==> src/inc/rxpaf_pkg.sv <==
// Package: register map, field layout and reset values of the packet filter
package rxpaf_pkg;
  // Register indices; the byte address is the low byte of the index times four
  localparam logic [7:0]  IDX_CTRL_MASK0   = 8'h42;
  localparam logic [7:0]  IDX_CTRL_REF0    = 8'h46;
  localparam logic [7:0]  IDX_SRC_MASK     = 8'h4A;
  localparam logic [7:0]  IDX_SRC_ADDR     = 8'h4B;
  localparam logic [7:0]  IDX_BCAST_ADDR   = 8'h4C;
  localparam logic [7:0]  IDX_GROUP_ADDR   = 8'h4D;
  localparam logic [7:0]  IDX_OWN_ADDR     = 8'h4E;
  localparam logic [7:0]  IDX_FILT_OPT     = 8'h4F;
  localparam logic [7:0]  IDX_TMO_MASK     = 8'h50;
  localparam logic [7:0]  IDX_STATUS       = 8'h51;
  localparam logic [7:0]  CTRL_BYTES       = 8'h04;
  localparam int          OPT_TMO_OR       = 6;
  localparam int          OPT_CTRL_EN      = 5;
  localparam int          OPT_SRC_EN       = 4;
  localparam int          OPT_OWN_EN       = 3;
  localparam int          OPT_GROUP_EN     = 2;
  localparam int          OPT_BCAST_EN     = 1;
  localparam int          OPT_CRC_DROP     = 0;
  localparam int          TMO_CS_INCL      = 2;
  localparam int          TMO_SQ_INCL      = 1;
  localparam int          TMO_PQ_INCL      = 0;
  localparam logic [7:0]  OPT_RESET        = 8'h70;
  localparam logic [7:0]  OPT_RW_MASK      = 8'h7F;
  localparam logic [1:0]  RESP_OKAY        = 2'h0;
  localparam logic [1:0]  RESP_SLVERR      = 2'h2;
  typedef enum logic [1:0]
  {
    RXPAF_IDLE = 2'b00,
    RXPAF_RESP = 2'b01
  } rxpaf_bus_state_t;
endpackage

==> src/inc/rxpaf_match_if.sv <==
// Interface: one masked byte comparison
`timescale 1ns/1ps
`default_nettype none
interface rxpaf_match_if;
  logic [7:0] value;
  logic [7:0] ref_val;
  logic [7:0] mask;
  logic       hit;
  modport cmp (input value, input ref_val, input mask, output hit);
  modport user (output value, output ref_val, output mask, input hit);
endinterface
`default_nettype wire

==> src/logic/rxpaf_byte_match.sv <==
// Masked byte compare: only bits with a one in the mask are checked
`timescale 1ns/1ps
`default_nettype none
module rxpaf_byte_match
(
  rxpaf_match_if.cmp m
);
  assign m.hit = ((m.value ^ m.ref_val) & m.mask) == 8'h00;
endmodule
`default_nettype wire

==> src/logic/rxpaf_top.sv <==
// Receive packet address filter with AXI4-Lite register slave
// Contract
// - Select bit one ORs masked timeout indicators
// - Inclusion bits gate each indicator into timeout
// - Control filtering needs masked control byte match
// - Source filtering needs masked sender match
// - Own address enable accepts matching destination
// - Checksum drop discards packets failing check
// - Group enable accepts group address destination
// - Broadcast enable accepts broadcast destination
//
// Our own choice: the AXI4-Lite slave port.
`timescale 1ns/1ps
`default_nettype none
module rxpaf_top
  import rxpaf_pkg::*;
(
  input  wire logic        aclk,
  input  wire logic        aresetn,
  input  wire logic [7:0]  s_axi_awaddr,
  input  wire logic        s_axi_awvalid,
  output var  logic        s_axi_awready,
  input  wire logic [31:0] s_axi_wdata,
  input  wire logic [3:0]  s_axi_wstrb,
  input  wire logic        s_axi_wvalid,
  output var  logic        s_axi_wready,
  output var  logic [1:0]  s_axi_bresp,
  output var  logic        s_axi_bvalid,
  input  wire logic        s_axi_bready,
  input  wire logic [7:0]  s_axi_araddr,
  input  wire logic        s_axi_arvalid,
  output var  logic        s_axi_arready,
  output var  logic [31:0] s_axi_rdata,
  output var  logic [1:0]  s_axi_rresp,
  output var  logic        s_axi_rvalid,
  input  wire logic        s_axi_rready,
  input  wire logic        pkt_valid,
  input  wire logic [31:0] pkt_ctrl,
  input  wire logic [7:0]  pkt_src,
  input  wire logic [7:0]  pkt_dest,
  input  wire logic        pkt_crc_ok,
  input  wire logic        carrier_sense,
  input  wire logic        sync_quality_ind,
  input  wire logic        preamble_quality_ind,
  output var  logic        pkt_done,
  output var  logic        pkt_accept,
  output var  logic        rx_timeout_stop
);
  import rxpaf_pkg::*;

  ////////////////////////////////////////////////////////////////////////
  logic [7:0]  ctrl_mask_reg [CTRL_BYTES];
  logic [7:0]  ctrl_ref_byte_reg [CTRL_BYTES];
  logic [7:0]  src_mask_reg;
  logic [7:0]  src_addr_reg;
  logic [7:0]  bcast_addr_reg;
  logic [7:0]  group_addr_reg;
  logic [7:0]  own_addr_reg;
  logic [7:0]  rx_filter_options_reg;
  logic [2:0]  tmo_incl_reg;
  logic [7:0]  accept_cnt_reg;
  logic [7:0]  reject_cnt_reg;
  logic [CTRL_BYTES-1:0] ctrl_hit;
  logic [7:0]  aw_addr_reg;
  logic [31:0] w_data_reg;
  logic [3:0]  w_strb_reg;
  logic        aw_have_reg;
  logic        w_have_reg;
  rxpaf_bus_state_t rd_state_reg;
  logic        wr_go;
  logic        wr_hit;
  logic        src_hit;
  logic        dest_ok;
  logic        pkt_ok;
  logic [2:0]  ind_vec;
  logic        tmo_or;
  logic        tmo_and;
  logic [31:0] rd_mux;
  logic        rd_ok;

  ////////////////////////////////////////////////////////////////////////
  // Control bytes: byte 3 of the packet is compared with reference 0
  for (genvar i = 0; i < CTRL_BYTES; i++)
  begin : g_ctrl
    rxpaf_match_if mi ();
    assign mi.value   = pkt_ctrl[8*(CTRL_BYTES-1-i) +: 8];
    assign mi.ref_val = ctrl_ref_byte_reg[i];
    assign mi.mask    = ctrl_mask_reg[i];
    assign ctrl_hit[i] = mi.hit;
    rxpaf_byte_match u_cmp (.m(mi));
  end

  rxpaf_match_if smi ();
  assign smi.value   = pkt_src;
  assign smi.ref_val = src_addr_reg;
  assign smi.mask    = src_mask_reg;
  assign src_hit     = smi.hit;
  rxpaf_byte_match u_src (.m(smi));

  ////////////////////////////////////////////////////////////////////////
  // Destination checks: any enabled match accepts; none enabled passes all
  always_comb
  begin
    logic any_en;
    any_en = rx_filter_options_reg[OPT_OWN_EN] | rx_filter_options_reg[OPT_GROUP_EN]
           | rx_filter_options_reg[OPT_BCAST_EN];
    dest_ok = !any_en
      | (rx_filter_options_reg[OPT_OWN_EN] && pkt_dest == own_addr_reg)
      | (rx_filter_options_reg[OPT_GROUP_EN] && pkt_dest == group_addr_reg)
      | (rx_filter_options_reg[OPT_BCAST_EN] && pkt_dest == bcast_addr_reg);
  end

  assign pkt_ok = dest_ok
    && (!rx_filter_options_reg[OPT_CTRL_EN] || &ctrl_hit)
    && (!rx_filter_options_reg[OPT_SRC_EN] || src_hit)
    && (!rx_filter_options_reg[OPT_CRC_DROP] || pkt_crc_ok);

  always_ff @(posedge aclk)
  begin
    if (!aresetn)
    begin
      pkt_done   <= 1'b0;
      pkt_accept <= 1'b0;
    end
    else
    begin
      pkt_done   <= pkt_valid;
      pkt_accept <= pkt_valid && pkt_ok;
    end
  end

  always_ff @(posedge aclk)
  begin
    if (!aresetn)
    begin
      accept_cnt_reg <= 8'h00;
      reject_cnt_reg <= 8'h00;
    end
    else if (pkt_valid)
    begin
      if (pkt_ok)
        accept_cnt_reg <= accept_cnt_reg + 8'h01;
      else
        reject_cnt_reg <= reject_cnt_reg + 8'h01;
    end
  end

  ////////////////////////////////////////////////////////////////////////
  // Excluded indicators are neutral: zero for OR, one for AND
  assign ind_vec = {carrier_sense, sync_quality_ind, preamble_quality_ind};
  assign tmo_or  = |(ind_vec & tmo_incl_reg);
  assign tmo_and = (tmo_incl_reg != 3'h0) && &(ind_vec | ~tmo_incl_reg);

  always_ff @(posedge aclk)
  begin
    if (!aresetn)
      rx_timeout_stop <= 1'b0;
    else
      rx_timeout_stop <= rx_filter_options_reg[OPT_TMO_OR] ? tmo_or : tmo_and;
  end

  ////////////////////////////////////////////////////////////////////////
  // Write channel: address and data latched independently, then one response
  assign wr_go = aw_have_reg && w_have_reg && !s_axi_bvalid;

  always_ff @(posedge aclk)
  begin
    if (!aresetn)
    begin
      aw_have_reg  <= 1'b0;
      w_have_reg   <= 1'b0;
      aw_addr_reg  <= 8'h00;
      w_data_reg   <= 32'h0000_0000;
      w_strb_reg   <= 4'h0;
      s_axi_bvalid <= 1'b0;
      s_axi_bresp  <= RESP_OKAY;
    end
    else
    begin
      if (s_axi_awvalid && s_axi_awready)
      begin
        aw_have_reg <= 1'b1;
        aw_addr_reg <= s_axi_awaddr;
      end
      if (s_axi_wvalid && s_axi_wready)
      begin
        w_have_reg <= 1'b1;
        w_data_reg <= s_axi_wdata;
        w_strb_reg <= s_axi_wstrb;
      end
      if (wr_go)
      begin
        aw_have_reg  <= 1'b0;
        w_have_reg   <= 1'b0;
        s_axi_bvalid <= 1'b1;
        s_axi_bresp  <= wr_hit ? RESP_OKAY : RESP_SLVERR;
      end
      else if (s_axi_bvalid && s_axi_bready)
        s_axi_bvalid <= 1'b0;
    end
  end

  always_comb
  begin
    s_axi_awready = !aw_have_reg && !s_axi_bvalid;
    s_axi_wready  = !w_have_reg && !s_axi_bvalid;
  end

  // Only byte lane 0 carries data; other lanes are ignored
  always_comb
  begin
    logic [5:0] idx;
    idx    = aw_addr_reg[7:2];
    wr_hit = (aw_addr_reg[1:0] == 2'b00)
          && ((idx >= IDX_CTRL_MASK0[5:0] && idx <= IDX_TMO_MASK[5:0]) || idx == IDX_STATUS[5:0]);
  end

  always_ff @(posedge aclk)
  begin
    if (!aresetn)
    begin
      for (int k = 0; k < CTRL_BYTES; k++)
      begin
        ctrl_mask_reg[k]     <= 8'h00;
        ctrl_ref_byte_reg[k] <= 8'h00;
      end
      src_mask_reg          <= 8'h00;
      src_addr_reg          <= 8'h00;
      bcast_addr_reg        <= 8'h00;
      group_addr_reg        <= 8'h00;
      own_addr_reg          <= 8'h00;
      rx_filter_options_reg <= OPT_RESET;
      tmo_incl_reg          <= 3'h0;
    end
    else if (wr_go && w_strb_reg[0] && aw_addr_reg[1:0] == 2'b00)
    begin
      for (int k = 0; k < CTRL_BYTES; k++)
      begin
        if (aw_addr_reg[7:2] == IDX_CTRL_MASK0[5:0] + k[5:0])
          ctrl_mask_reg[k] <= w_data_reg[7:0];
        if (aw_addr_reg[7:2] == IDX_CTRL_REF0[5:0] + k[5:0])
          ctrl_ref_byte_reg[k] <= w_data_reg[7:0];
      end
      unique case (aw_addr_reg[7:2])
        IDX_SRC_MASK[5:0]:   src_mask_reg          <= w_data_reg[7:0];
        IDX_SRC_ADDR[5:0]:   src_addr_reg          <= w_data_reg[7:0];
        IDX_BCAST_ADDR[5:0]: bcast_addr_reg        <= w_data_reg[7:0];
        IDX_GROUP_ADDR[5:0]: group_addr_reg        <= w_data_reg[7:0];
        IDX_OWN_ADDR[5:0]:   own_addr_reg          <= w_data_reg[7:0];
        IDX_FILT_OPT[5:0]:   rx_filter_options_reg <= w_data_reg[7:0] & OPT_RW_MASK;
        IDX_TMO_MASK[5:0]:   tmo_incl_reg          <= w_data_reg[2:0];
        default:             ;
      endcase
    end
  end

  ////////////////////////////////////////////////////////////////////////
  // Read channel: one read at a time, answered the cycle after it is taken
  always_comb
  begin
    logic [5:0] idx;
    idx    = s_axi_araddr[7:2];
    rd_mux = 32'h0000_0000;
    rd_ok  = 1'b1;
    if (idx >= IDX_CTRL_MASK0[5:0] && idx < IDX_CTRL_REF0[5:0])
      rd_mux[7:0] = ctrl_mask_reg[2'(idx - IDX_CTRL_MASK0[5:0])];
    else if (idx >= IDX_CTRL_REF0[5:0] && idx < IDX_SRC_MASK[5:0])
      rd_mux[7:0] = ctrl_ref_byte_reg[2'(idx - IDX_CTRL_REF0[5:0])];
    else if (idx == IDX_SRC_MASK[5:0])
      rd_mux[7:0] = src_mask_reg;
    else if (idx == IDX_SRC_ADDR[5:0])
      rd_mux[7:0] = src_addr_reg;
    else if (idx == IDX_BCAST_ADDR[5:0])
      rd_mux[7:0] = bcast_addr_reg;
    else if (idx == IDX_GROUP_ADDR[5:0])
      rd_mux[7:0] = group_addr_reg;
    else if (idx == IDX_OWN_ADDR[5:0])
      rd_mux[7:0] = own_addr_reg;
    else if (idx == IDX_FILT_OPT[5:0])
      rd_mux[7:0] = rx_filter_options_reg;
    else if (idx == IDX_TMO_MASK[5:0])
      rd_mux[2:0] = tmo_incl_reg;
    else if (idx == IDX_STATUS[5:0])
      rd_mux = {15'h0000, rx_timeout_stop, reject_cnt_reg, accept_cnt_reg};
    else
      rd_ok = 1'b0;
    if (s_axi_araddr[1:0] != 2'b00)
      rd_ok = 1'b0;
  end

  assign s_axi_arready = (rd_state_reg == RXPAF_IDLE);

  always_ff @(posedge aclk)
  begin
    if (!aresetn)
    begin
      rd_state_reg <= RXPAF_IDLE;
      s_axi_rvalid <= 1'b0;
      s_axi_rdata  <= 32'h0000_0000;
      s_axi_rresp  <= RESP_OKAY;
    end
    else
    begin
      unique case (rd_state_reg)
        RXPAF_IDLE:
          if (s_axi_arvalid)
          begin
            rd_state_reg <= RXPAF_RESP;
            s_axi_rvalid <= 1'b1;
            s_axi_rdata  <= rd_ok ? rd_mux : 32'h0000_0000;
            s_axi_rresp  <= rd_ok ? RESP_OKAY : RESP_SLVERR;
          end
        RXPAF_RESP:
          if (s_axi_rready)
          begin
            rd_state_reg <= RXPAF_IDLE;
            s_axi_rvalid <= 1'b0;
          end
        default:
          rd_state_reg <= RXPAF_IDLE;
      endcase
    end
  end

  ////////////////////////////////////////////////////////////////////////
  // Reference compares rebuilt here so a broken filter path is caught
  a_crc_drop: assert property (@(posedge aclk) disable iff (!aresetn)
    pkt_valid && rx_filter_options_reg[OPT_CRC_DROP] && !pkt_crc_ok |=> !pkt_accept)
    else $error("packet with bad checksum was kept");
  a_ctrl_reject: assert property (@(posedge aclk) disable iff (!aresetn)
    pkt_valid && rx_filter_options_reg[OPT_CTRL_EN]
    && (((pkt_ctrl[31:24] ^ ctrl_ref_byte_reg[0]) & ctrl_mask_reg[0]) != 8'h00) |=> !pkt_accept)
    else $error("packet with wrong control byte was kept");
  a_src_reject: assert property (@(posedge aclk) disable iff (!aresetn)
    pkt_valid && rx_filter_options_reg[OPT_SRC_EN]
    && (((pkt_src ^ src_addr_reg) & src_mask_reg) != 8'h00) |=> !pkt_accept)
    else $error("packet from wrong sender was kept");
  a_own_accept: assert property (@(posedge aclk) disable iff (!aresetn)
    pkt_valid && rx_filter_options_reg[OPT_OWN_EN] && pkt_dest == own_addr_reg
    && rx_filter_options_reg[OPT_CRC_DROP:OPT_CRC_DROP] == 1'b0
    && !rx_filter_options_reg[OPT_CTRL_EN] && !rx_filter_options_reg[OPT_SRC_EN] |=> pkt_accept)
    else $error("packet for own address was dropped");
  a_tmo_or_cs: assert property (@(posedge aclk) disable iff (!aresetn)
    rx_filter_options_reg[OPT_TMO_OR] && tmo_incl_reg[TMO_CS_INCL] && carrier_sense
    |=> rx_timeout_stop)
    else $error("included carrier sense did not stop timeout");
  a_tmo_and_sq: assert property (@(posedge aclk) disable iff (!aresetn)
    !rx_filter_options_reg[OPT_TMO_OR] && tmo_incl_reg[TMO_SQ_INCL] && !sync_quality_ind
    |=> !rx_timeout_stop)
    else $error("timeout stopped without all indicators");
  a_accept_done: assert property (@(posedge aclk) disable iff (!aresetn)
    pkt_accept |-> pkt_done)
    else $error("accept pulse without done pulse");
  c_pkt_kept: cover property (@(posedge aclk) disable iff (!aresetn) pkt_accept);
  c_pkt_dropped: cover property (@(posedge aclk) disable iff (!aresetn) pkt_done && !pkt_accept);
  c_tmo_stop: cover property (@(posedge aclk) disable iff (!aresetn) rx_timeout_stop);
endmodule
`default_nettype wire

==> config.mk <==
export PLATFORM = sky130hd
export DESIGN_NAME = rxpaf_top
export DESIGN_NICKNAME = d
export VERILOG_FILES = /design/src/inc/rxpaf_pkg.sv /design/src/inc/rxpaf_match_if.sv /design/src/logic/rxpaf_byte_match.sv /design/src/logic/rxpaf_top.sv
export SDC_FILE = /design/constraint.sdc
export NUM_CORES = 1
export LEC_CHECK = 0
export ABC_AREA = 1
export BUFFER_PORTS_ARGS = -buffer_cell sky130_fd_sc_hd__buf_2
export CAP_MARGIN = 20
export CORE_MARGIN = 3
export CORE_UTILIZATION = 53
export CTS_BUF_LIST = sky130_fd_sc_hd__clkbuf_4 sky130_fd_sc_hd__clkbuf_8
export DETAILED_ROUTE_END_ITERATION = 10
export PLACE_DENSITY_LB_ADDON = 0.25
export SYNTH_ARGS = -nofsm -noshare
export SYNTH_HDL_FRONTEND = slang
export SYNTH_SLANG_ARGS = --single-unit
==> constraint.sdc <==
create_clock -name aclk -period 2.4 [get_ports aclk]
set_input_delay 0.24 -clock aclk [delete_from_list [all_inputs] [get_ports aclk]]
set_output_delay 0.24 -clock aclk [all_outputs]
set_load 0.02 [all_outputs]
==> summary.txt <==
Setup path
  • Worst reg2reg endpoint: accept_cnt_reg[1]$_SDFFE_PN0P_
  • Most numerous cell on the critical path: nand2_1
  • Startpoint types: flip-flop
  • Worst EP required: around 2.8 ns
  • Crit-path cells: or2_2 -> nand3_1 -> nand2_1 -> nor2_1 -> nand2_1 -> nor2_1 -> nand2_1 -> nand2_2 -> buf_4 -> nand3_2 -> nand2_1 -> nand2_1 -> nor2_1
  • R2R depth: 13
  • Slowest stage cell, crit path: edfxtp_1
  • CP peak stage delay: 0.44 ns
  • Worst r2r src: ctrl_ref_byte_reg[2][3]$_SDFFCE_PN0P_
  • WP data arrival: around 2.6 ns
  • Setup crit end kind: flip-flop
  • R2r setup slk: 0.26 ns
  • CP Class: flip-flop to flip-flop
  • CP max FO: 9

Timing
  • Period utilization: 89.35%
  • RSZ-0062 raised after global routing: no
  • Max Slew Vio Count: 0
  • TNS Setup: 0 ns
  • Final Hold Viols: 0
  • Fmax: roughly 470 MHz
  • Worst Clk Skew: just under 0.01 ns
  • Worst-margin pin slew: between 0.6 and 0.7 ns
  • Final WS setup: approximately 0.26 ns
  • Worst hold slack: ~0.024 ns
  • Min Tclk post-route: approximately 2.1 ns
  • Slew headroom: between 50% and 60%
  • Final setup fails: 0

Layout
  • Layout Nets: 1469
  • Antenna cells: 0
  • Register Area: approximately 4000 um2
  • Final core occ: between 60% and 70%
  • Synthesis-to-layout area growth: 14.09%
  • Non-filler cells, final: between 1.5k and 2k
  • Area of the multi-input gates: approximately 4200 um2
  • Fill count: 1518
  • Share of layout cells above drive strength 1: ~16%

Routing
  • DRT Pass-1 Iters: 5
  • Antenna Nets Post-Route: 0
  • Drt total wl: 26.34 mm
  • Iteration-0 DRC Markers: just under 1k
  • Routed vias: between 8k and 9k
  • Drt wl/cell: ~17 um
  • DR DRC count: 0
  • Post-DR vias/cell: approximately 5.4

Synthesis
  • EDFF count, synth: 64
  • Sequential share of the synthesized area: a little under half
  • Mean Syn Cell Area: 7.377 um2
  • Post-Syn Instances: roughly 1.2k
  • Asr flop ratio synth: 0%
  • Predominant post-synthesis flop cell: dfxtp_1
  • Cell variety after synth: 42
  • Post-Synthesis Cell Area: roughly 9100 um2
  • Synth Register Bits: ~170
  • YS warnings: 0

Place
  • Number of port buffers: roughly 110
  • DP HPWL: 19.58 mm
  • Final GP Congestion: about 0.94
  • Place WS: between 0.2 and 0.3 ns
  • DP Cell Count: between 1.5k and 2k

Die
  • I/O pin cnt: between 150 and 200
  • Core Area: between 15000 and 20000 um2
  • Die X: about 140 um
  • Initial core utilization: 54.38%
  • Rows: 47
  • Die area: 18740 um2
  • Die Y: ~140 um

CTS
  • Clock transition at the registers of the reported paths: ~0.090 ns
  • CTS HTree Levels: 4
  • Clk root buf: clkbuf_8
  • Setup bufs post-CTS: 0
  • CTS Sinks: 173
  • CTS tree: built
  • CTS max path bufs: 2
  • Skew-Pair Late Insertion Delay: approximately 0.47 ns
  • CTS buffer count: 17

Global route
  • Grt total ovfl: 0
  • Tot GR Track Use: 28.60%
  • First-pass GRT wire length: approximately 41 mm
  • Vias in the first global route: 7736
  • Initial antenna violation count: 1
  • Largest net degree at the start of global routing: 39

Run status
  • Status: finished, final reports clean

Worst hold path
  • Worst min path class: input port to flip-flop
  • Hold path start: s_axi_awaddr[0]
  • Hold Path Sink: aw_addr_reg[0]$_SDFFE_PN0P_
  • Hold path cells: 3

Pwr
  • Cell area power density: slightly below 600 nW/um2
  • Leak: about 4.4 nW
  • Max VDD drop: between 0.0004 and 0.0005 V

Flow run
  • Max Cap Violations: 0
## per-stage QoR
stage | area (um2) | power [mW]
CTS | 10360 | 5.984
finish | 10360 | 5.971
floorplan | 9141 | 3.669
detailed placement | 9943 | 3.932
global placement | 9943 | 3.920
global route | 10360 | 6.194
## area by class of cell
type	instances	share of cell area, %
Clock buffer	20	2.657
Sequential cell	173	39.61
Tap cell	220	2.657
Multi-Input combinational cell	879	40.71
Timing Repair Buffer	148	8.187
Clock inverter	11	1.256
Inverter	136	4.927
## power by group
group | switching, mW | total [mW] | internal, mW
combinational | 0.484 | 0.695 | 0.212
clock | 1.08 | 2.09 | 1.01
sequential | 0.0726 | 3.18 | 3.11
## worst max-delay path by stage
stage | slack [ns] | endpoint | cells past startpoint | from
3_5_place_dp | 0.29 | reject_cnt_reg[6]$_SDFFE_PN0P_ | 12 | ctrl_ref_byte_reg[2][3]$_SDFFCE_PN0P_
3_3_place_gp | 0.32 | accept_cnt_reg[1]$_SDFFE_PN0P_ | 12 | ctrl_ref_byte_reg[0][0]$_SDFFCE_PN0P_
5_1_grt | 0.005 | accept_cnt_reg[1]$_SDFFE_PN0P_ | 13 | ctrl_ref_byte_reg[0][0]$_SDFFCE_PN0P_
4_1_cts | 0.27 | reject_cnt_reg[6]$_SDFFE_PN0P_ | 12 | ctrl_ref_byte_reg[2][3]$_SDFFCE_PN0P_
6_report | 0.26 | accept_cnt_reg[1]$_SDFFE_PN0P_ | 13 | ctrl_ref_byte_reg[2][3]$_SDFFCE_PN0P_
2_1_floorplan | -0.07 | ctrl_mask_reg[3][0]$_SDFFCE_PN0P_ | 9 | s_axi_bvalid$_SDFFE_PN0P_
## Yosys cell counts, types with 2 or more instances
master	number	area [um2]
nand2_1	285	1070
nor2_1	200	750.7
inv_1	131	491.7
dfxtp_1	109	2182
a21oi_1	92	460.4
o21ai_0	77	385.4
edfxtp_1	64	1922
nand3_1	57	285.3
clkbuf_1	27	101.4
a211oi_1	22	165.2
buf_4	19	142.6
nor3_1	18	90.09
nand4_1	17	106.4
o22ai_1	17	106.4
or2_2	14	87.58
xor2_1	13	113.9
buf_2	9	45.04
o31a_1	8	70.07
o211ai_1	7	52.55
nor4_4	5	106.4
xnor2_1	5	43.79
inv_2	4	15.01
nand2_2	4	25.02
buf_1	3	11.26
nand3_4	3	52.55
nor2_2	3	18.77
ha_1	2	25.02
nor3_4	2	32.53
## metal layers
layer  GRT usage (%)  share of wire (%)  up-vias
li1                -                  -     4247
met2           45.59                 45      388
met4           9.313                2.4        2
met3           5.037                8.9       46
met5               0              0.027        -
met1           39.69                 43     3941
## placed cells by master (no fill, tap or decap), drive strengths merged, types with 5 or more instances in the layout
cell type / netlist / layout
xor2: 13 / 13
edfxtp: 64 / 64
dfxtp: 109 / 109
nand4: 18 / 18
nor3: 21 / 21
buf: 32 / 147
o211ai: 7 / 7
a21oi: 93 / 93
clkbuf: 27 / 20
nor4: 5 / 5
inv: 135 / 139
o31a: 8 / 8
o22ai: 17 / 17
o21ai: 77 / 77
nand2: 290 / 290
xnor2: 5 / 5
conb: 1 / 17
nor2: 204 / 204
or2: 14 / 14
a211oi: 22 / 22
nand3: 61 / 61
## cell families (layout without fill, tap and decap cells)
kind of cell / count (synthesis) / in the layout / synth area share (%)
simple gates: 614 / 614 / 29.59
compound gates: 228 / 228 / 14.11
buf+inv: 195 / 315 / 9.052
flops: 173 / 173 / 45.19
xor+xnor: 18 / 18 / 1.736
fa+ha+maj: 2 / 2 / 0.2755
other cells: 1 / 17 / 0.04129
## critical path, delay by kind of cell, from the launching register on
family                 cells  cell delay (ns)
AND/OR/NAND/NOR           12             1.49
flip-flops                 1             0.44
buffers and inverters      1             0.16
## what timing repair did
action | 4_1_cts | 5_1_grt
gates resized for setup | 0 | 1
hold buffers | 1 | 0
setup endpoints to repair | 0 | 1
endpoints found under the hold margin | 1 | 0
No activity file was read; power rests on OpenSTA's default activity.
